**src/design/drc_pkg.sv**
```systemverilog
// Constants, register map and state encoding for the device reset control
package drc_pkg;

    // ****************************************
    // Sizes
    // ****************************************
    localparam int NUM_CH   = 16;
    localparam int AW       = 12;
    localparam int IDX_W    = 10;
    localparam int CNT_W    = 15;
    localparam int CH_CNT_W = 5;
    localparam int GPIO_N   = 2;

    // ****************************************
    // Timing
    // ****************************************
    localparam int CLK_PERIOD_NS  = 50;
    localparam int POR_TIME_MS    = 1;
    localparam int POR_CYC        = POR_TIME_MS * 1000000 / CLK_PERIOD_NS;
    localparam int SW_RST_TIME_US = 1;
    localparam int SW_RST_CYC     = SW_RST_TIME_US * 1000 / CLK_PERIOD_NS;

    // ****************************************
    // Register indices (byte address = index * 4)
    // ****************************************
    localparam logic [IDX_W-1:0] IDX_GLOB_RST = 10'h040;
    localparam logic [IDX_W-1:0] IDX_CH_CFG   = 10'h001;
    localparam logic [IDX_W-1:0] IDX_STATUS   = 10'h3fc;
    localparam logic [IDX_W-1:0] IDX_IOCTL    = 10'h3fd;
    localparam int               CH_IDX_LSB   = 6;

    // ****************************************
    // Field positions and defaults
    // ****************************************
    localparam int CF_STD      = 0;
    localparam int CF_RST      = 1;
    localparam int CF_SYS      = 2;
    localparam int CF_IE       = 3;
    localparam int IO_GPIO_LSB = 0;
    localparam int IO_DBUS     = 2;
    localparam int ST_POR_DONE = 0;
    localparam int ST_HW       = 1;
    localparam int ST_MCLK     = 2;
    localparam int ST_CH_LSB   = 16;
    localparam int GRST_W      = 8;

    localparam logic [1:0] RESP_OKAY   = 2'h0;
    localparam logic [1:0] RESP_SLVERR = 2'h2;

    // ****************************************
    // Global reset sequencer states
    // ****************************************
    typedef enum logic [2:0] {
        DRC_POR_WAIT = 3'b000,
        DRC_POR_CNT  = 3'b001,
        DRC_RUN      = 3'b010,
        DRC_HW       = 3'b011,
        DRC_GSW      = 3'b100
    } drc_state_t;

endpackage

```
**src/design/drc_top.sv**
```systemverilog
// Reset sequencer with AXI4-Lite register access for a 16 channel device
// Functional notes
// - Four reset sources: power-on, pin, global software write, channel bit.
// - Power-on, pin and global software resets reset common and channel logic.
// - Channel software reset touches only the addressed channel.
// - Line pins of affected channels are high impedance during any reset.
// - After reset channels use T1/J1 line standard; channel reset keeps select.
// - After reset the system side uses dual-rail NRZ format.
// - Global reset makes data bus and GPIO pins inputs; channel reset not.
// - Global reset resets all state machines; channel reset only its own.
// - Global reset masks all interrupts; channel reset masks only its own.
// - Global reset returns every register to its default except the status power-on-done bit.
// - With reference clock, power-on reset ends within one millisecond.
// - Without reference clock, power-on reset holds until the clock appears.
// - Device stays in reset while the reset pin is held low.
// - Any write to global reset register starts reset ending within 1 us.
// - Writing one to config bit 1 starts a channel reset within 1 us.
// - Channel reset bit clears itself when the channel reset ends.
// - Channel reset restores channel registers except line standard bit 0.
// - Channel reset leaves global registers, common logic and data bus and GPIO pins alone.
// - A channel reset has no effect on other channels.
// - Channel config: bit 0 line standard, bit 1 reset, base index 0x001.
// - Global reset register is eight bits at index 0x040.
`timescale 1ns/10ps
module drc_top #(
    parameter int unsigned POR_CYCLES = drc_pkg::POR_CYC
) (
    input  wire logic                       clk,
    input  wire logic                       rst_n,
    input  wire logic                       mclk_present,
    input  wire logic                       hw_reset_n,
    input  wire logic [drc_pkg::AW-1:0]     s_axi_awaddr,
    input  wire logic                       s_axi_awvalid,
    output logic                            s_axi_awready,
    input  wire logic [31:0]                s_axi_wdata,
    input  wire logic [3:0]                 s_axi_wstrb,
    input  wire logic                       s_axi_wvalid,
    output logic                            s_axi_wready,
    output logic [1:0]                      s_axi_bresp,
    output logic                            s_axi_bvalid,
    input  wire logic                       s_axi_bready,
    input  wire logic [drc_pkg::AW-1:0]     s_axi_araddr,
    input  wire logic                       s_axi_arvalid,
    output logic                            s_axi_arready,
    output logic [31:0]                     s_axi_rdata,
    output logic [1:0]                      s_axi_rresp,
    output logic                            s_axi_rvalid,
    input  wire logic                       s_axi_rready,
    output logic                            common_rst_n,
    output logic [drc_pkg::NUM_CH-1:0]      chan_rst_n,
    output logic [drc_pkg::NUM_CH-1:0]      line_hiz,
    output logic [drc_pkg::NUM_CH-1:0]      line_standard_sel,
    output logic [drc_pkg::NUM_CH-1:0]      sys_single_rail,
    output logic [drc_pkg::NUM_CH-1:0]      chan_int_en,
    output logic [drc_pkg::GPIO_N-1:0]      gpio_oe,
    output logic                            dbus_oe
);

    localparam int NCH = drc_pkg::NUM_CH;
    localparam int CW  = drc_pkg::CNT_W;
    localparam int HW_ = drc_pkg::CH_CNT_W;
    localparam logic [CW-1:0]  POR_LAST = CW'(POR_CYCLES - 1);
    localparam logic [CW-1:0]  SW_LAST  = CW'(drc_pkg::SW_RST_CYC - 1);
    localparam logic [HW_-1:0] CH_LOAD  = HW_'(drc_pkg::SW_RST_CYC);

    // ****************************************
    // Address decode helpers
    // ****************************************
    function automatic logic is_ch_cfg(input logic [drc_pkg::AW-1:0] a);
        logic [drc_pkg::IDX_W-1:0] idx;
        idx = a[drc_pkg::AW-1:2];
        is_ch_cfg = (idx[drc_pkg::CH_IDX_LSB-1:0]
                     == drc_pkg::IDX_CH_CFG[drc_pkg::CH_IDX_LSB-1:0]);
    endfunction

    function automatic logic [3:0] chan_of(input logic [drc_pkg::AW-1:0] a);
        logic [drc_pkg::IDX_W-1:0] idx;
        idx = a[drc_pkg::AW-1:2];
        chan_of = idx[drc_pkg::IDX_W-1:drc_pkg::CH_IDX_LSB];
    endfunction

    // ****************************************
    // Power-on reset release
    // ****************************************
    logic rst_meta_q;
    logic rst_sync_q;

    always_ff @(posedge clk or negedge rst_n) begin
        if (!rst_n) begin
            rst_meta_q <= 1'b0;
            rst_sync_q <= 1'b0;
        end else begin
            rst_meta_q <= 1'b1;
            rst_sync_q <= rst_meta_q;
        end
    end

    // ****************************************
    // Global reset sequencer
    // ****************************************
    drc_pkg::drc_state_t state_q;
    drc_pkg::drc_state_t state_d;
    logic [CW-1:0]       gcnt_q;
    logic                gsw_pend_q;
    logic                gsw_go;
    logic                glob_rst;

    assign glob_rst = (state_q != drc_pkg::DRC_RUN);

    always_comb begin
        state_d = state_q;
        case (state_q)
            drc_pkg::DRC_POR_WAIT: begin
                if (mclk_present) state_d = drc_pkg::DRC_POR_CNT;
            end
            drc_pkg::DRC_POR_CNT: begin
                if (!mclk_present) begin
                    state_d = drc_pkg::DRC_POR_WAIT;
                end else if (gcnt_q == POR_LAST) begin
                    state_d = drc_pkg::DRC_RUN;
                end
            end
            drc_pkg::DRC_RUN: begin
                if (!hw_reset_n) begin
                    state_d = drc_pkg::DRC_HW;
                end else if (gsw_go) begin
                    state_d = drc_pkg::DRC_GSW;
                end
            end
            drc_pkg::DRC_HW: begin
                if (hw_reset_n) state_d = drc_pkg::DRC_RUN;
            end
            drc_pkg::DRC_GSW: begin
                if (!hw_reset_n) begin
                    state_d = drc_pkg::DRC_HW;
                end else if (gcnt_q == SW_LAST) begin
                    state_d = drc_pkg::DRC_RUN;
                end
            end
            default: state_d = drc_pkg::DRC_POR_WAIT;
        endcase
    end

    always_ff @(posedge clk or negedge rst_sync_q) begin
        if (!rst_sync_q) begin
            state_q <= drc_pkg::DRC_POR_WAIT;
        end else begin
            state_q <= state_d;
        end
    end

    always_ff @(posedge clk or negedge rst_sync_q) begin
        if (!rst_sync_q) begin
            gcnt_q <= '0;
        end else if (state_d != state_q) begin
            gcnt_q <= '0;
        end else if (state_q == drc_pkg::DRC_POR_CNT
                     || state_q == drc_pkg::DRC_GSW) begin
            gcnt_q <= gcnt_q + 1'b1;
        end
    end

    // ****************************************
    // AXI4-Lite write path
    // ****************************************
    logic [drc_pkg::AW-1:0] awaddr_q;
    logic                   aw_hold_q;
    logic [31:0]            wdata_q;
    logic                   wstrb0_q;
    logic                   w_hold_q;
    logic                   wr_go;
    logic                   wr_ch;
    logic [3:0]             wr_cn;
    logic                   wr_idx_ok;
    logic                   rd_busy;

    assign wr_go  = aw_hold_q && w_hold_q && !s_axi_bvalid;
    assign wr_ch  = is_ch_cfg(awaddr_q);
    assign wr_cn  = chan_of(awaddr_q);
    assign wr_idx_ok = wr_ch
        || awaddr_q[drc_pkg::AW-1:2] == drc_pkg::IDX_GLOB_RST
        || awaddr_q[drc_pkg::AW-1:2] == drc_pkg::IDX_IOCTL
        || awaddr_q[drc_pkg::AW-1:2] == drc_pkg::IDX_STATUS;
    assign rd_busy = s_axi_rvalid || (s_axi_arready && s_axi_arvalid);
    assign gsw_go = gsw_pend_q && !s_axi_bvalid && !rd_busy;

    always_ff @(posedge clk or negedge rst_sync_q) begin
        if (!rst_sync_q) begin
            aw_hold_q     <= 1'b0;
            awaddr_q      <= '0;
            s_axi_awready <= 1'b0;
        end else if (glob_rst) begin
            aw_hold_q     <= 1'b0;
            s_axi_awready <= 1'b0;
        end else if (s_axi_awready && s_axi_awvalid) begin
            aw_hold_q     <= 1'b1;
            awaddr_q      <= s_axi_awaddr;
            s_axi_awready <= 1'b0;
        end else begin
            if (wr_go) aw_hold_q <= 1'b0;
            s_axi_awready <= !aw_hold_q && !gsw_pend_q;
        end
    end

    always_ff @(posedge clk or negedge rst_sync_q) begin
        if (!rst_sync_q) begin
            w_hold_q     <= 1'b0;
            wdata_q      <= '0;
            wstrb0_q     <= 1'b0;
            s_axi_wready <= 1'b0;
        end else if (glob_rst) begin
            w_hold_q     <= 1'b0;
            s_axi_wready <= 1'b0;
        end else if (s_axi_wready && s_axi_wvalid) begin
            w_hold_q     <= 1'b1;
            wdata_q      <= s_axi_wdata;
            wstrb0_q     <= s_axi_wstrb[0];
            s_axi_wready <= 1'b0;
        end else begin
            if (wr_go) w_hold_q <= 1'b0;
            s_axi_wready <= !w_hold_q && !gsw_pend_q;
        end
    end

    always_ff @(posedge clk or negedge rst_sync_q) begin
        if (!rst_sync_q) begin
            s_axi_bvalid <= 1'b0;
            s_axi_bresp  <= drc_pkg::RESP_OKAY;
        end else if (wr_go) begin
            s_axi_bvalid <= 1'b1;
            s_axi_bresp  <= wr_idx_ok ? drc_pkg::RESP_OKAY
                                      : drc_pkg::RESP_SLVERR;
        end else if (s_axi_bready) begin
            s_axi_bvalid <= 1'b0;
        end
    end

    // Global reset waits until the write answer and any read have finished
    always_ff @(posedge clk or negedge rst_sync_q) begin
        if (!rst_sync_q) begin
            gsw_pend_q <= 1'b0;
        end else if (glob_rst) begin
            gsw_pend_q <= 1'b0;
        end else if (wr_go && awaddr_q[drc_pkg::AW-1:2]
                     == drc_pkg::IDX_GLOB_RST) begin
            gsw_pend_q <= 1'b1;
        end
    end

    // ****************************************
    // Global registers
    // ****************************************
    logic [drc_pkg::GRST_W-1:0] grst_q;
    logic                       por_done_q;

    always_ff @(posedge clk or negedge rst_sync_q) begin
        if (!rst_sync_q) begin
            grst_q  <= '0;
            gpio_oe <= '0;
            dbus_oe <= 1'b0;
        end else if (glob_rst) begin
            grst_q  <= '0;
            gpio_oe <= '0;
            dbus_oe <= 1'b0;
        end else if (wr_go && wstrb0_q) begin
            if (awaddr_q[drc_pkg::AW-1:2] == drc_pkg::IDX_GLOB_RST) begin
                grst_q <= wdata_q[drc_pkg::GRST_W-1:0];
            end else if (awaddr_q[drc_pkg::AW-1:2] == drc_pkg::IDX_IOCTL) begin
                gpio_oe <= wdata_q[drc_pkg::IO_GPIO_LSB +: drc_pkg::GPIO_N];
                dbus_oe <= wdata_q[drc_pkg::IO_DBUS];
            end
        end
    end

    always_ff @(posedge clk or negedge rst_sync_q) begin
        if (!rst_sync_q) begin
            por_done_q <= 1'b0;
        end else if (state_q == drc_pkg::DRC_POR_CNT
                     && state_d == drc_pkg::DRC_RUN) begin
            por_done_q <= 1'b1;
        end
    end

    // ****************************************
    // Per-channel configuration and reset
    // ****************************************
    logic [HW_-1:0] ch_cnt_q [NCH];
    logic [NCH-1:0] ch_act;

    for (genvar i = 0; i < NCH; i++) begin : g_ch
        logic wr_me;
        assign ch_act[i] = (ch_cnt_q[i] != '0);
        assign wr_me = wr_go && wstrb0_q && wr_ch && (wr_cn == 4'(i))
                       && !ch_act[i];

        always_ff @(posedge clk or negedge rst_sync_q) begin
            if (!rst_sync_q) begin
                ch_cnt_q[i] <= '0;
            end else if (glob_rst) begin
                ch_cnt_q[i] <= '0;
            end else if (wr_me && wdata_q[drc_pkg::CF_RST]) begin
                ch_cnt_q[i] <= CH_LOAD;
            end else if (ch_act[i]) begin
                ch_cnt_q[i] <= ch_cnt_q[i] - 1'b1;
            end
        end

        always_ff @(posedge clk or negedge rst_sync_q) begin
            if (!rst_sync_q) begin
                line_standard_sel[i] <= 1'b0;
            end else if (glob_rst) begin
                line_standard_sel[i] <= 1'b0;
            end else if (wr_me) begin
                line_standard_sel[i] <= wdata_q[drc_pkg::CF_STD];
            end
        end

        always_ff @(posedge clk or negedge rst_sync_q) begin
            if (!rst_sync_q) begin
                sys_single_rail[i] <= 1'b0;
                chan_int_en[i]     <= 1'b0;
            end else if (glob_rst || (wr_me && wdata_q[drc_pkg::CF_RST])) begin
                sys_single_rail[i] <= 1'b0;
                chan_int_en[i]     <= 1'b0;
            end else if (wr_me) begin
                sys_single_rail[i] <= wdata_q[drc_pkg::CF_SYS];
                chan_int_en[i]     <= wdata_q[drc_pkg::CF_IE];
            end
        end

        always_ff @(posedge clk or negedge rst_sync_q) begin
            if (!rst_sync_q) begin
                chan_rst_n[i] <= 1'b0;
                line_hiz[i]   <= 1'b1;
            end else begin
                chan_rst_n[i] <= !(glob_rst || ch_act[i]);
                line_hiz[i]   <= glob_rst || ch_act[i];
            end
        end
    end

    always_ff @(posedge clk or negedge rst_sync_q) begin
        if (!rst_sync_q) begin
            common_rst_n <= 1'b0;
        end else begin
            common_rst_n <= !glob_rst;
        end
    end

    // ****************************************
    // AXI4-Lite read path
    // ****************************************
    logic [31:0] rd_data;
    logic        rd_err;

    always_comb begin
        rd_data = '0;
        rd_err  = 1'b0;
        if (is_ch_cfg(s_axi_araddr)) begin
            rd_data[drc_pkg::CF_STD] = line_standard_sel[chan_of(s_axi_araddr)];
            rd_data[drc_pkg::CF_RST] = ch_act[chan_of(s_axi_araddr)];
            rd_data[drc_pkg::CF_SYS] = sys_single_rail[chan_of(s_axi_araddr)];
            rd_data[drc_pkg::CF_IE]  = chan_int_en[chan_of(s_axi_araddr)];
        end else if (s_axi_araddr[drc_pkg::AW-1:2] == drc_pkg::IDX_GLOB_RST) begin
            rd_data[drc_pkg::GRST_W-1:0] = grst_q;
        end else if (s_axi_araddr[drc_pkg::AW-1:2] == drc_pkg::IDX_IOCTL) begin
            rd_data[drc_pkg::IO_GPIO_LSB +: drc_pkg::GPIO_N] = gpio_oe;
            rd_data[drc_pkg::IO_DBUS] = dbus_oe;
        end else if (s_axi_araddr[drc_pkg::AW-1:2] == drc_pkg::IDX_STATUS) begin
            rd_data[drc_pkg::ST_POR_DONE] = por_done_q;
            rd_data[drc_pkg::ST_HW]       = !hw_reset_n;
            rd_data[drc_pkg::ST_MCLK]     = mclk_present;
            rd_data[drc_pkg::ST_CH_LSB +: NCH] = ch_act;
        end else begin
            rd_err = 1'b1;
        end
    end

    always_ff @(posedge clk or negedge rst_sync_q) begin
        if (!rst_sync_q) begin
            s_axi_arready <= 1'b0;
            s_axi_rvalid  <= 1'b0;
            s_axi_rdata   <= '0;
            s_axi_rresp   <= drc_pkg::RESP_OKAY;
        end else if (glob_rst) begin
            s_axi_arready <= 1'b0;
            s_axi_rvalid  <= 1'b0;
        end else if (s_axi_arready && s_axi_arvalid) begin
            s_axi_arready <= 1'b0;
            s_axi_rvalid  <= 1'b1;
            s_axi_rdata   <= rd_data;
            s_axi_rresp   <= rd_err ? drc_pkg::RESP_SLVERR
                                    : drc_pkg::RESP_OKAY;
        end else begin
            if (s_axi_rvalid && s_axi_rready) s_axi_rvalid <= 1'b0;
            s_axi_arready <= !s_axi_rvalid && !gsw_pend_q;
        end
    end
endmodule

```
**config.mk**
```make
export PLATFORM = sky130hd
export DESIGN_NAME = drc_top
export DESIGN_NICKNAME = d
export VERILOG_FILES = /design/src/design/drc_pkg.sv /design/src/design/drc_top.sv
export SDC_FILE = /design/constraint.sdc
export NUM_CORES = 1
export LEC_CHECK = 0
export ABC_CLOCK_PERIOD_IN_PS = 8950
export BUFFER_PORTS_ARGS = -buffer_cell sky130_fd_sc_hd__buf_2
export CAP_MARGIN = 40
export CORE_ASPECT_RATIO = 0.5
export CORE_MARGIN = 2
export CORE_UTILIZATION = 31
export DETAILED_ROUTE_END_ITERATION = 10
export SLEW_MARGIN = 0
export SYNTH_ARGS = -nofsm -noshare
export SYNTH_HDL_FRONTEND = slang
export SYNTH_SLANG_ARGS = --single-unit
export TNS_END_PERCENT = 100
```
**constraint.sdc**
```tcl
create_clock -name clk -period 8.95 [get_ports clk]
set_input_delay 2.2375 -clock clk [delete_from_list [all_inputs] [get_ports clk]]
set_output_delay 2.2375 -clock clk [all_outputs]
set_load 0.02 [all_outputs]
```
# --- Word-level counts from Yosys, hierarchy flattened ---
# Index checks and enable logic that the tools add are counted.
totals:
  input_bits: 69
  out_inout_bits: 125
  ff_bits: 250
op_classes:
  n_mux: 208
  addsub: 17
  n_eq_ne: 33
  n_reduce_logical: 220
  n_lt_le_gt_ge: 1
  bitwise_logic: 1
ops:
  columns: ["op", "count"]
  rows:
  - ["$mux W5", 49]
  - ["$mux W1", 126]
  - ["$reduce_bool A5 Y1", 16]
  - ["$sub A5 B1 Y5 const B", 16]
  - ["$reduce_bool A2 Y1", 38]
  - ["$mux W16", 4]
  - ["$logic_and A1 B1 Y1", 63]
  - ["$reduce_bool A3 Y1", 19]
  - ["$eq A10 B10 Y1 const B", 4]
  - ["$logic_not A1 Y1", 40]
  - ["$logic_or A1 B1 Y1", 37]
  - ["$mux W3", 11]
  - ["$eq A4 B4 Y1 const B", 8]
  - ["$mux W15", 2]
  - ["$mux W8", 3]
  - ["$eq A10 B7 Y1 const B", 2]
  - ["$bmux W1 S4", 4]
  - ["$eq A4 B3 Y1 const B", 4]
  - ["$add A15 B1 Y15 const B", 1]
  - ["$eq A15 B15 Y1 const B", 1]
  - ["$eq A15 B5 Y1 const B", 1]
  - ["$pmux W3 S5", 1]
  - ["$eq A6 B1 Y1 const B", 2]
  - ["$mux W2", 6]
  - ["other kinds (15)", 22]

# --- Depth between registers and ports, before layout ---
# Gate-level depths: netlist (run 1).
logic_depth:
  word_depth: 9
  mapped_depth: 10
  ltp_nobuf: 8

# --- Worst setup path after synthesis (run 1) ---
# Ideal clock, no wire load.
synth_path:
  path_type: "input to register"
  startpoint: "input port s_axi_araddr[8] (netlist bit)"
  endpoint: "register s_axi_rdata[3]"
  path_stages: 6
  path_slack_ps: 5161
  path_buffers: 2
  arrival_time_ps: 3671
  t_required_ps: 8831
  path_cell_list: "buf_2 buf_2 mux4_2 a22oi_1 o2111ai_1 o21a_1"
synth_via:
  elab_chain_len: 3
  word_cells_on_any_way: 5
  cone_classes: "eq/ne: 1; mux: 4"
synth_rtl:
  columns: ["item", "line_no", "rtl"]
  rows:
  - ["start: declaration", "drc_top.sv:42", "input wire logic [drc_pkg::AW-1:0] s_axi_araddr,"]
  - ["$bmux W1 S4 / $eq A10 B7 Y1 (equally long branches)", "drc_top.sv:363, drc_top.sv:364", null]
  - ["$mux W1 (not written as such) / $mux W5 (equally long branches)", "drc_top.sv:363, drc_top.sv:364", null]
  - ["$mux W4 (*)", "drc_top.sv:359", "if (is_ch_cfg(s_axi_araddr)) begin"]
  - ["end signal: assignment", "drc_top.sv:391", "s_axi_rdata <= rd_data;"]
  - ["end: declaration", "drc_top.sv:45", "output logic [31:0] s_axi_rdata,"]
# Every way passes the cells marked *; elsewhere a longest branch is shown, timed or not. The select of a mux whose other input is x is not followed.
# A chain may end at the register's enable or synchronous reset.

# --- Final worst setup path (run 1) ---
layout_path:
  startpoint: "input port s_axi_araddr[8] (netlist bit)"
  endpoint: "register s_axi_rdata[20]"
layout_via:
  elab_chain_len: 5
  word_cells_on_any_way: 7
  cone_classes: "eq/ne: 3; mux: 4"
layout_rtl:
  columns: ["item", "line_no", "rtl"]
  rows:
  - ["$eq A10 B10 Y1", "drc_top.sv:369", "end else if (s_axi_araddr[drc_pkg::AW-1:2] == drc_pkg::IDX_STATUS) begin"]
  - ["$mux W16", "drc_top.sv:369", null]
  - ["$mux W16", "drc_top.sv:366", "end else if (s_axi_araddr[drc_pkg::AW-1:2] == drc_pkg::IDX_IOCTL) begin"]
  - ["$mux W16 (*)", "drc_top.sv:364", "end else if (s_axi_araddr[drc_pkg::AW-1:2] == drc_pkg::IDX_GLOB_RST) begin"]
  - ["$mux W16 (*)", "drc_top.sv:359", null]
# Every way passes the cells marked *; elsewhere a longest branch is shown, timed or not.

==> results.py, run 1 <==
metrics = {
    "status": {
        "outcome": "completed",
    },
    "logic_synthesis": {
        "synth_top_area_frac": 0.505,
        "syn_area_per_cell_um2": 10.7,
        "synth_seq_cells": 246,
        "ys_seq_area_frac": 0.542,
        "synthFlopType": "dfrtp_1",
        "yosysWarningCount": 0,
        "yosysUniqueCellTypes": 64,
        "async_flop_share": 1.00,
        "synthCells": 1061,
        "synth_area_leaders": "dfrtp_1 (51%), mux2i_1 (4.7%), dfstp_2 (3.7%)",
        "synth_edf_count": 0,
        "synth_area_um2": 11400,
        "yosysTopAreaCell": "dfrtp_1",
    },
    "sta": {
        "fin_crit_sh": 0.406,
        "fin_crit_ns": 3.63,
        "grt_setup_unrepaired": "false",
        "finClkSkew_ns": 0.0155,
        "final_hold_viol_count": 0,
        "layout_setup_ws_ns": 5.32,
        "slew_violations": 0,
        "tightest_slew_ns": 0.957,
        "setup_viol": 0,
        "slew-limit-headroom": 0.362,
        "max_freq_mhz": 276,
        "setup_tns_ns": 0,
    },
    "cts": {
        "cts_resized": 0,
        "cts_hold_buf": 0,
        "clk_pin_slew_ns": 0.06,
        "cts_sinks": 246,
        "cts_buffers": 25,
        "postCtsSetupRepairBufs": 0,
        "clk_latency_ns": 0.53,
        "clockBufferDepth": 3,
        "tritoncts": "built",
        "clockRootBuffer": "clkbuf_16",
        "cts_max_level": 1,
    },
    "die": {
        "row_count": 49,
        "die_y_um": 140,
        "fp.coreArea_um2": 36000,
        "initial_core_util": 0.316,
        "die_area_um2": 38400,
        "ios": 194,
        "chipWidth_um": 275,
    },
    "setup_path": {
        "critPathCaptureType": "register",
        "r2r.worst_path.cells": 7,
        "r2r-end": "sys_single_rail[15]",
        "crit_buf_inv": 2,
        "rr_startpoint": "state_q[1]",
        "crit_family": "simple AND/OR/NAND/NOR gates",
        "r2r_slack_ns": 5.57,
        "critical_path.most_common_cell": "buf_2",
        "crit_chain": "buf_2 > nor4b_1 > buf_2 > nand2_1 > o21ai_0",
        "arrival_ns": 4.06,
        "path_max_fanout": 20,
        "path_depth": 5,
        "crit_type": "primary input to register",
        "required_ns": 9.38,
        "crit_path_top_delay_cell": "buf_2",
        "cpPeakStageDelay_ns": 0.51,
        "critPathLaunchType": "primary input",
    },
    "placed_design": {
        "dp_worst_setup_slack_ns": 4.79,
        "dp_hpwl_um": 20900,
        "numPortBuffers": 152,
        "place.gp.congestion": 0.808,
        "place_inst": 1663,
    },
    "drt": {
        "drt-total-wl_um": 29400,
        "vias_per_cell": 4.95,
        "dr.pass1.iters": 4,
        "ant_nets": 0,
        "remaining_drc_errors": 0,
        "num_vias": 8471,
        "drt-initial-drc-count": 541,
        "avgRoutedWirePerCell_um": 17.2,
    },
    "finish": {
        "syn_to_final_growth_pct": 19.0,
        "fin_nets": 1293,
        "layout_common_cells": "dfrtp_1 (229), buf_2 (155), nor2_1 (109)",
        "num-fill-cells": 3526,
        "final_common_cell": "dfrtp_1",
        "drive_gt1_frac": 0.241,
        "stdcell_count": 1711,
        "multi_input_area_um2": 4760,
        "seq_area_um2": 6180,
    },
    "run": {
        "drv_cap": 0,
    },
    "power": {
        "ir_worst_vdd_v": 0.000128,
        "power_density_nw_per_um2": 286,
        "power.leakage_nw": 6.59,
    },
    "grt": {
        "grt_max_degree": 176,
        "grt.total_usage": 0.153,
        "grt_pass1_wl_um": 47000,
        "antenna_found_initial": 3,
        "grt_pass1_vias": 8364,
        "overflow": 0,
    },
    "hold_path": {
        "hold_class": "register to asynchronous set/reset pin",
    },
}
==> registers in the layout (all words and copies together) (netlist names), 8 cells and up <==
register,count
chan_rst_n,16
sys_single_rail,16
wdata_q,8
s_axi_rdata,24
ch_cnt_q,80
line_standard_sel,16
gcnt_q,15
line_hiz,16
grst_q,8
awaddr_q,10
chan_int_en,16
==> area by class of cell <==
class,instances,area share
clock inverter,11,0.0103
multi-input combinational,710,0.351
timing repair buffer,170,0.0698
antenna,1,0.000185
tap,484,0.0447
sequential,246,0.456
inverter,54,0.0150
clock buffer,35,0.0526
==> cells by family after synthesis <==
kind of cell,synth area share
and+or+nand+nor,0.187
DFF,0.542
AOI/OAI and AO/OA,0.0708
buffers and inverters,0.0441
muxes,0.0931
xor gates and xnor gates,0.0438
adders and majority gates,0.0187
other,0.000660
==> report_power, final <==
| group | internal [W] | leakage [nW] | switching (W) | total, W |
|---|---|---|---|---|
| Sequential | 0.00134 | 3.24 | 0.000169 | 0.00151 |
| Clock | 0.000644 | 0.421 | 0.000437 | 0.00108 |
| Combinational | 0.000526 | 2.93 | 0.000752 | 0.00128 |
==> metrics by stage <==
stage	util	area [um^2]	power [W]	hold slack (ns)
after detailed placement	0.352	12700	0.00281	0.174
final	0.376	13500	0.00387	0.165
after global placement	0.349	12600	0.00271	0.341
after global routing	0.376	13500	0.00411	0.180
after CTS	0.376	13500	0.00391	0.178
after floorplan	-	11400	0.00241	0.331
==> cell usage after synthesis, drive strengths merged (6+ instances only) <==
library cell / n
buf: 29
nor4b: 14
a211oi: 7
nor3: 27
o21ai: 53
dfrtp: 230
mux2i: 53
a21oi: 39
inv: 54
nand2: 104
or2: 8
nor2: 109
ha: 17
mux2: 19
and3: 27
xor2: 21
mux4: 14
dfstp: 16
or3b: 6
clkbuf: 31
nand4: 21
nor4: 14
nand3: 40
nand2b: 9
xnor2: 36
==> how the worst max path moves through the flow <==
| stage | start | endpoint | slack (ns) |
|---|---|---|---|
| detailed placement | s_axi_araddr[8] | s_axi_rdata[20] | 4.79 |
| floorplan | rst_sync_q | aw_hold_q | 1.61 |
| global route | s_axi_araddr[8] | s_axi_rdata[19] | 5.14 |
| CTS | s_axi_araddr[8] | s_axi_rdata[20] | 5.33 |
| finish | s_axi_araddr[8] | s_axi_rdata[20] | 5.32 |
| global placement | s_axi_araddr[8] | s_axi_rdata[22] | 4.30 |
==> layer usage <==
layer | vias to the layer above | GRT usage | part of all wire
li1 | 3961 | - | -
met1 | 4320 | 0.189 | 0.42
met2 | 128 | 0.269 | 0.51
met3 | 58 | 0.0235 | 0.034
met4 | 4 | 0.0555 | 0.037
met5 | - | 0 | 0.00092
==> worst reg2reg max path: cells and delay by family, from the launching register on <==
kind            cells  cell delay (ns)
flops               1             0.57
compound gates      1             0.39
simple gates        3             1.35
buf+inv             3             0.96
Note: power is estimated with default switching activity, not from simulation.
==> run 2: changes to the inputs <==
Settings changed: ABC_CLOCK_PERIOD_IN_PS 8950 to 3300.
Clock period 8.95 ns to 3.3 ns, I/O delays scaled along.
==> run 2 against run 1 <==
  * Register-to-register slack got worse by 4.8 ns
  * Hold slack lost 0.10 ns
  * Final area is essentially flat
  * Combinational power rose to 2.8 times the previous value
  * Flip-flop and latch count unchanged
  * Critical path depth increased by 1
  * Final cell count rose by 0.47%
  * Die area unchanged
  * Non-clock buffer count up 9
  * Sequential power grew to 2.7 times the previous value
  * Wire length grew 1.1%
  * Critical path type is now register to register
  * Highest routed layer unchanged
==> results.py, run 2 (synthesis gave the netlist of run 1 again) <==
metrics = {
    "status": {
        "outcome": "completed",
    },
    "sta": {
        "grt_setup_unrepaired": "false",
        "final_hold_viol_count": 0,
        "tightest_slew_ns": 1.01,
        "setup_tns_ns": 0,
        "max_freq_mhz": 393,
        "hold_ws_ns": 0.0646,
        "setup_viol": 0,
        "slew_violations": 0,
        "finClkSkew_ns": 0.00838,
        "slew-limit-headroom": 0.328,
        "fin_crit_ns": 2.54,
        "fin_crit_sh": 0.771,
    },
    "die": {
        "chipWidth_um": 275,
        "fp.coreArea_um2": 36000,
        "die_y_um": 140,
        "row_count": 49,
        "die_area_um2": 38400,
        "ios": 194,
        "initial_core_util": 0.316,
    },
    "setup_path": {
        "crit_type": "register to register",
        "r2r_slack_ns": 0.76,
        "crit_chain": "nor2b_1 > nand2b_2 > inv_2 > buf_4 > nand3_1 > o21ai_0",
        "cpPeakStageDelay_ns": 0.57,
        "crit_family": "simple AND/OR/NAND/NOR gates",
        "required_ns": 3.72,
        "rr_startpoint": "state_q[1]",
        "arrival_ns": 2.96,
        "path_max_fanout": 28,
        "r2r-end": "sys_single_rail[11]",
        "crit_buf_inv": 2,
        "critPathLaunchType": "register",
        "r2r.worst_path.cells": 6,
        "crit_path_top_delay_cell": "nand3_1",
        "path_depth": 6,
        "critPathCaptureType": "register",
    },
    "grt": {
        "grt_pass1_vias": 8885,
        "grt_max_degree": 182,
        "antenna_found_initial": 3,
        "grt.total_usage": 0.155,
        "grt_pass1_wl_um": 47900,
        "overflow": 0,
    },
    "finish": {
        "largest-register": "ch_cnt_q",
        "layout_common_cells": "dfrtp_1 (229), buf_2 (152), nor2_1 (109)",
        "fin_nets": 1302,
        "top_regs": "ch_cnt_q: 80 flops, s_axi_rdata: 24 flops",
        "drive_gt1_frac": 0.244,
        "insertedDiodeCount": 0,
        "finish.utilization": 0.376,
        "final_common_cell": "dfrtp_1",
        "largest_register_ffs": 80,
        "num-fill-cells": 3536,
        "stdcell_count": 1719,
        "syn_to_final_growth_pct": 19.1,
    },
    "drt": {
        "vias_per_cell": 4.95,
        "dr.pass1.iters": 4,
        "drt-initial-drc-count": 520,
        "remaining_drc_errors": 0,
        "avgRoutedWirePerCell_um": 17.3,
        "ant_nets": 0,
        "num_vias": 8503,
        "drt-total-wl_um": 29700,
    },
    "placed_design": {
        "place_inst": 1673,
        "place.gp.congestion": 0.806,
        "numPortBuffers": 152,
        "dp_hpwl_um": 21300,
    },
    "run": {
        "drv_cap": 0,
    },
    "power": {
        "power_density_nw_per_um2": 776,
        "ir_worst_vdd_v": 0.000358,
        "power.leakage_nw": 6.61,
        "power.total_w": 0.0105,
    },
    "cts": {
        "tritoncts": "built",
        "clk_latency_ns": 0.53,
        "postCtsSetupRepairBufs": 0,
        "cts_max_level": 1,
        "clockBufferDepth": 3,
        "clk_pin_slew_ns": 0.07,
        "cts_resized": 0,
        "cts_hold_buf": 0,
        "cts_sinks": 246,
        "cts_buffers": 25,
        "clockRootBuffer": "clkbuf_16",
    },
    "hold_path": {
        "hold_class": "primary input to asynchronous set/reset pin",
    },
}
-- run 2: final cells by class --
type / count / area, um^2 / share of cell area
repair buffers: 179 / 996 / 0.0735
well taps: 484 / 606 / 0.0447
multi-input cells: 710 / 4750 / 0.350
clock inverters: 8 / 93.8 / 0.00692
flip-flops and latches: 246 / 6180 / 0.456
clock buffers: 38 / 734 / 0.0542
inverters: 54 / 203 / 0.0150
-- run 2: worst max-delay path by stage --
stage	slack, ns	from	to
2_1_floorplan	0.83	rst_sync_q	aw_hold_q
3_3_place_gp	0.66	s_axi_araddr[8]	s_axi_rdata[22]
3_5_place_dp	0.62	s_axi_araddr[8]	s_axi_rdata[22]
4_1_cts	0.74	state_q[1]	sys_single_rail[11]
5_1_grt	0.51	state_q[1]	s_axi_rdata[25]
6_report	0.76	state_q[1]	sys_single_rail[11]
-- run 2: stage by stage --
stage,instance area (um^2),setup WS [ns]
after floorplan,11400,0.833
after global placement,12700,0.663
after detailed placement,12700,0.615
after CTS,13600,0.739
after global routing,13600,0.513
final,13600,0.756
-- run 2: layer usage --
metal / up-vias / wire [um] / part of all wire / track usage
met5: - / 41 / 0.0014 / 0
met4: 6 / 1280 / 0.043 / 0.0688
met3: 72 / 1260 / 0.042 / 0.0302
met2: 157 / 15400 / 0.52 / 0.277
met1: 4300 / 11700 / 0.39 / 0.181
li1: 3968 / - / - / -
-- run 2: worst register-to-register path, stage by stage (launching register included) --
cell,delay (ns)
dfrtp_1,0.55
nor2b_1,0.29
nand2b_2,0.10
inv_2,0.16
buf_4,0.35
nand3_1,0.57
o21ai_0,0.43
-- run 2: where the power goes --
group | total, W | internal [W] | switching, W | leakage (nW)
Combinational | 0.00354 | 0.00149 | 0.00206 | 2.96
Clock | 0.00289 | 0.00169 | 0.00120 | 0.412
Sequential | 0.00408 | 0.00364 | 0.000444 | 3.24
==> run 3: changes to the inputs <==
Settings changed: ABC_CLOCK_PERIOD_IN_PS 3300 to 2180.
Clock period 3.3 ns to 2.18 ns, I/O delays scaled along.
==> run 3 against run 2 <==
  * Largest power group unchanged
  * Largest cell class unchanged
  * Die area stayed put
  * Worst setup slack worse by 0.67 ns
  * Final area is 3.8% higher
  * Non-clock buffer count is 53 higher
  * First-iteration DRC count is 1.3% higher
  * Power is 53% higher
  * Register-to-register slack worse by 0.67 ns
  * Sequential power is 51% higher
  * Flip-flop and latch count stayed put
==> results.py, run 3 (synthesis gave the netlist of run 1 again) <==
metrics = {
    "finish": {
        "largest-register": "ch_cnt_q",
        "top_regs": "ch_cnt_q: 80 flops, s_axi_rdata: 24 flops",
        "seq_area_um2": 6180,
        "fin_nets": 1355,
        "largest_register_ffs": 80,
        "num-fill-cells": 3509,
        "syn_to_final_growth_pct": 23.6,
        "final_common_cell": "dfrtp_1",
        "insertedDiodeCount": 0,
        "stdcell_count": 1772,
        "multi_input_area_um2": 4800,
        "layout_common_cells": "dfrtp_1 (229), buf_2 (152), nor2_1 (107)",
        "drive_gt1_frac": 0.286,
        "finish.utilization": 0.390,
        "final_area_um2": 14100,
    },
    "drt": {
        "ant_nets": 0,
        "remaining_drc_errors": 0,
        "num_vias": 8701,
        "vias_per_cell": 4.91,
        "drt-total-wl_um": 30000,
        "dr.pass1.iters": 5,
        "drt-initial-drc-count": 527,
        "avgRoutedWirePerCell_um": 16.9,
    },
    "die": {
        "fp.coreArea_um2": 36000,
        "die_area_um2": 38400,
        "die_y_um": 140,
        "ios": 194,
        "row_count": 49,
        "initial_core_util": 0.316,
        "chipWidth_um": 275,
    },
    "power": {
        "power_density_nw_per_um2": 1140,
        "power.leakage_nw": 6.88,
        "ir_worst_vdd_v": 0.000491,
        "power.total_w": 0.0160,
    },
    "cts": {
        "clockRootBuffer": "clkbuf_16",
        "tritoncts": "built",
        "cts_sinks": 246,
        "clk_latency_ns": 0.53,
        "clk_pin_slew_ns": 0.06,
        "cts_max_level": 1,
        "clockBufferDepth": 3,
        "cts_buffers": 25,
    },
    "setup_path": {
        "arrival_ns": 2.47,
        "critPathLaunchType": "register",
        "path_max_fanout": 8,
        "cpPeakStageDelay_ns": 0.63,
        "crit_path_top_delay_cell": "or4_4",
        "crit_family": "simple AND/OR/NAND/NOR gates",
        "crit_buf_inv": 1,
        "crit_type": "register to register",
        "required_ns": 2.56,
        "critPathCaptureType": "register",
        "crit_chain": "or4_4 > nor4_4 > buf_6 > nand3_1 > mux2i_1 > nor2_1",
    },
    "sta": {
        "final_hold_viol_count": 0,
        "setup_viol": 0,
        "grt_setup_unrepaired": "true",
        "max_freq_mhz": 478,
        "slew_violations": 0,
        "tightest_slew_ns": 0.549,
        "fin_crit_sh": 0.959,
        "hold_ws_ns": 0.229,
        "finClkSkew_ns": 0.0175,
        "fin_crit_ns": 2.09,
        "slew-limit-headroom": 0.631,
    },
    "placed_design": {
        "place_inst": 1723,
        "place_area_um2": 13200,
        "numPortBuffers": 152,
        "place.gp.congestion": 0.809,
        "dp_hpwl_um": 22000,
    },
    "grt": {
        "antenna_found_initial": 1,
        "grt_pass1_wl_um": 48200,
        "grt.total_usage": 0.156,
        "grt_max_degree": 64,
        "overflow": 0,
        "grt_pass1_vias": 9009,
    },
    "run": {
        "drv_cap": 0,
    },
    "status": {
        "outcome": "completed",
    },
    "hold_path": {
        "hold_class": "primary input to register",
    },
}
[run 3: cell type report]
type                            instances  share of cell area
Inverter                               54              0.0144
Tap cell                              484              0.0430
Sequential cell                       246               0.439
Multi-Input combinational cell        710               0.341
Timing Repair Buffer                  232               0.105
Clock inverter                          8             0.00391
Clock buffer                           38              0.0529
[run 3: tightest hold or removal path, delay by kind of cell]
family / cells / cell delay (ns)
AO/OA/AOI/OAI: 1 / 0.06
buffers and inverters: 1 / 0.08
AND/OR/NAND/NOR: 1 / 0.04
[run 3: per-layer routing]
layer | wire length, um | GRT usage | vias up
met5 | 7 | 0 | -
met4 | 1320 | 0.0657 | 2
met3 | 978 | 0.0221 | 71
met2 | 15500 | 0.280 | 171
met1 | 12200 | 0.188 | 4373
li1 | - | - | 4084
[run 3: where the power goes]
| group | total [W] | internal (W) | switching (W) |
|---|---|---|---|
| Combinational | 0.00570 | 0.00248 | 0.00322 |
| Sequential | 0.00617 | 0.00551 | 0.000655 |
| Clock | 0.00417 | 0.00237 | 0.00181 |
[run 3: metrics by stage]
stage,setup TNS [ns],worst slack (ns)
finish,0,0.0892
global placement,0,0.0245
global route,-0.0228,-0.0140
floorplan,-65.37,-0.287
CTS,0,0.0132
detailed placement,-0.0545,-0.0513
[run 3: path summary, 6_finish.rpt]
| path | from | to | slack (ns) | cells past startpoint |
|---|---|---|---|---|
| setup / recovery | awaddr_q[4] | chan_int_en[2] | 0.09 | 6 |
| hold / removal | s_axi_awaddr[3] | awaddr_q[3] | 0.23 | 3 |
| setup reg to reg | awaddr_q[4] | chan_int_en[2] | 0.09 | 6 |
| hold reg to reg | rst_sync_q | awaddr_q[4] | 0.27 | 0 |
| max in group asynchronous | rst_sync_q | line_hiz[8] | 1.17 | 1 |
| min in group asynchronous | rst_sync_q | awaddr_q[4] | 0.27 | 0 |
[run 3: timing repair]
item	4_1_cts	5_1_grt
pin swaps	1	4
setup buffers	0	2
gates resized for setup	1	16
setup endpoints to repair	6	87
hold buffers	1	0
hold endpoints to repair	2	0
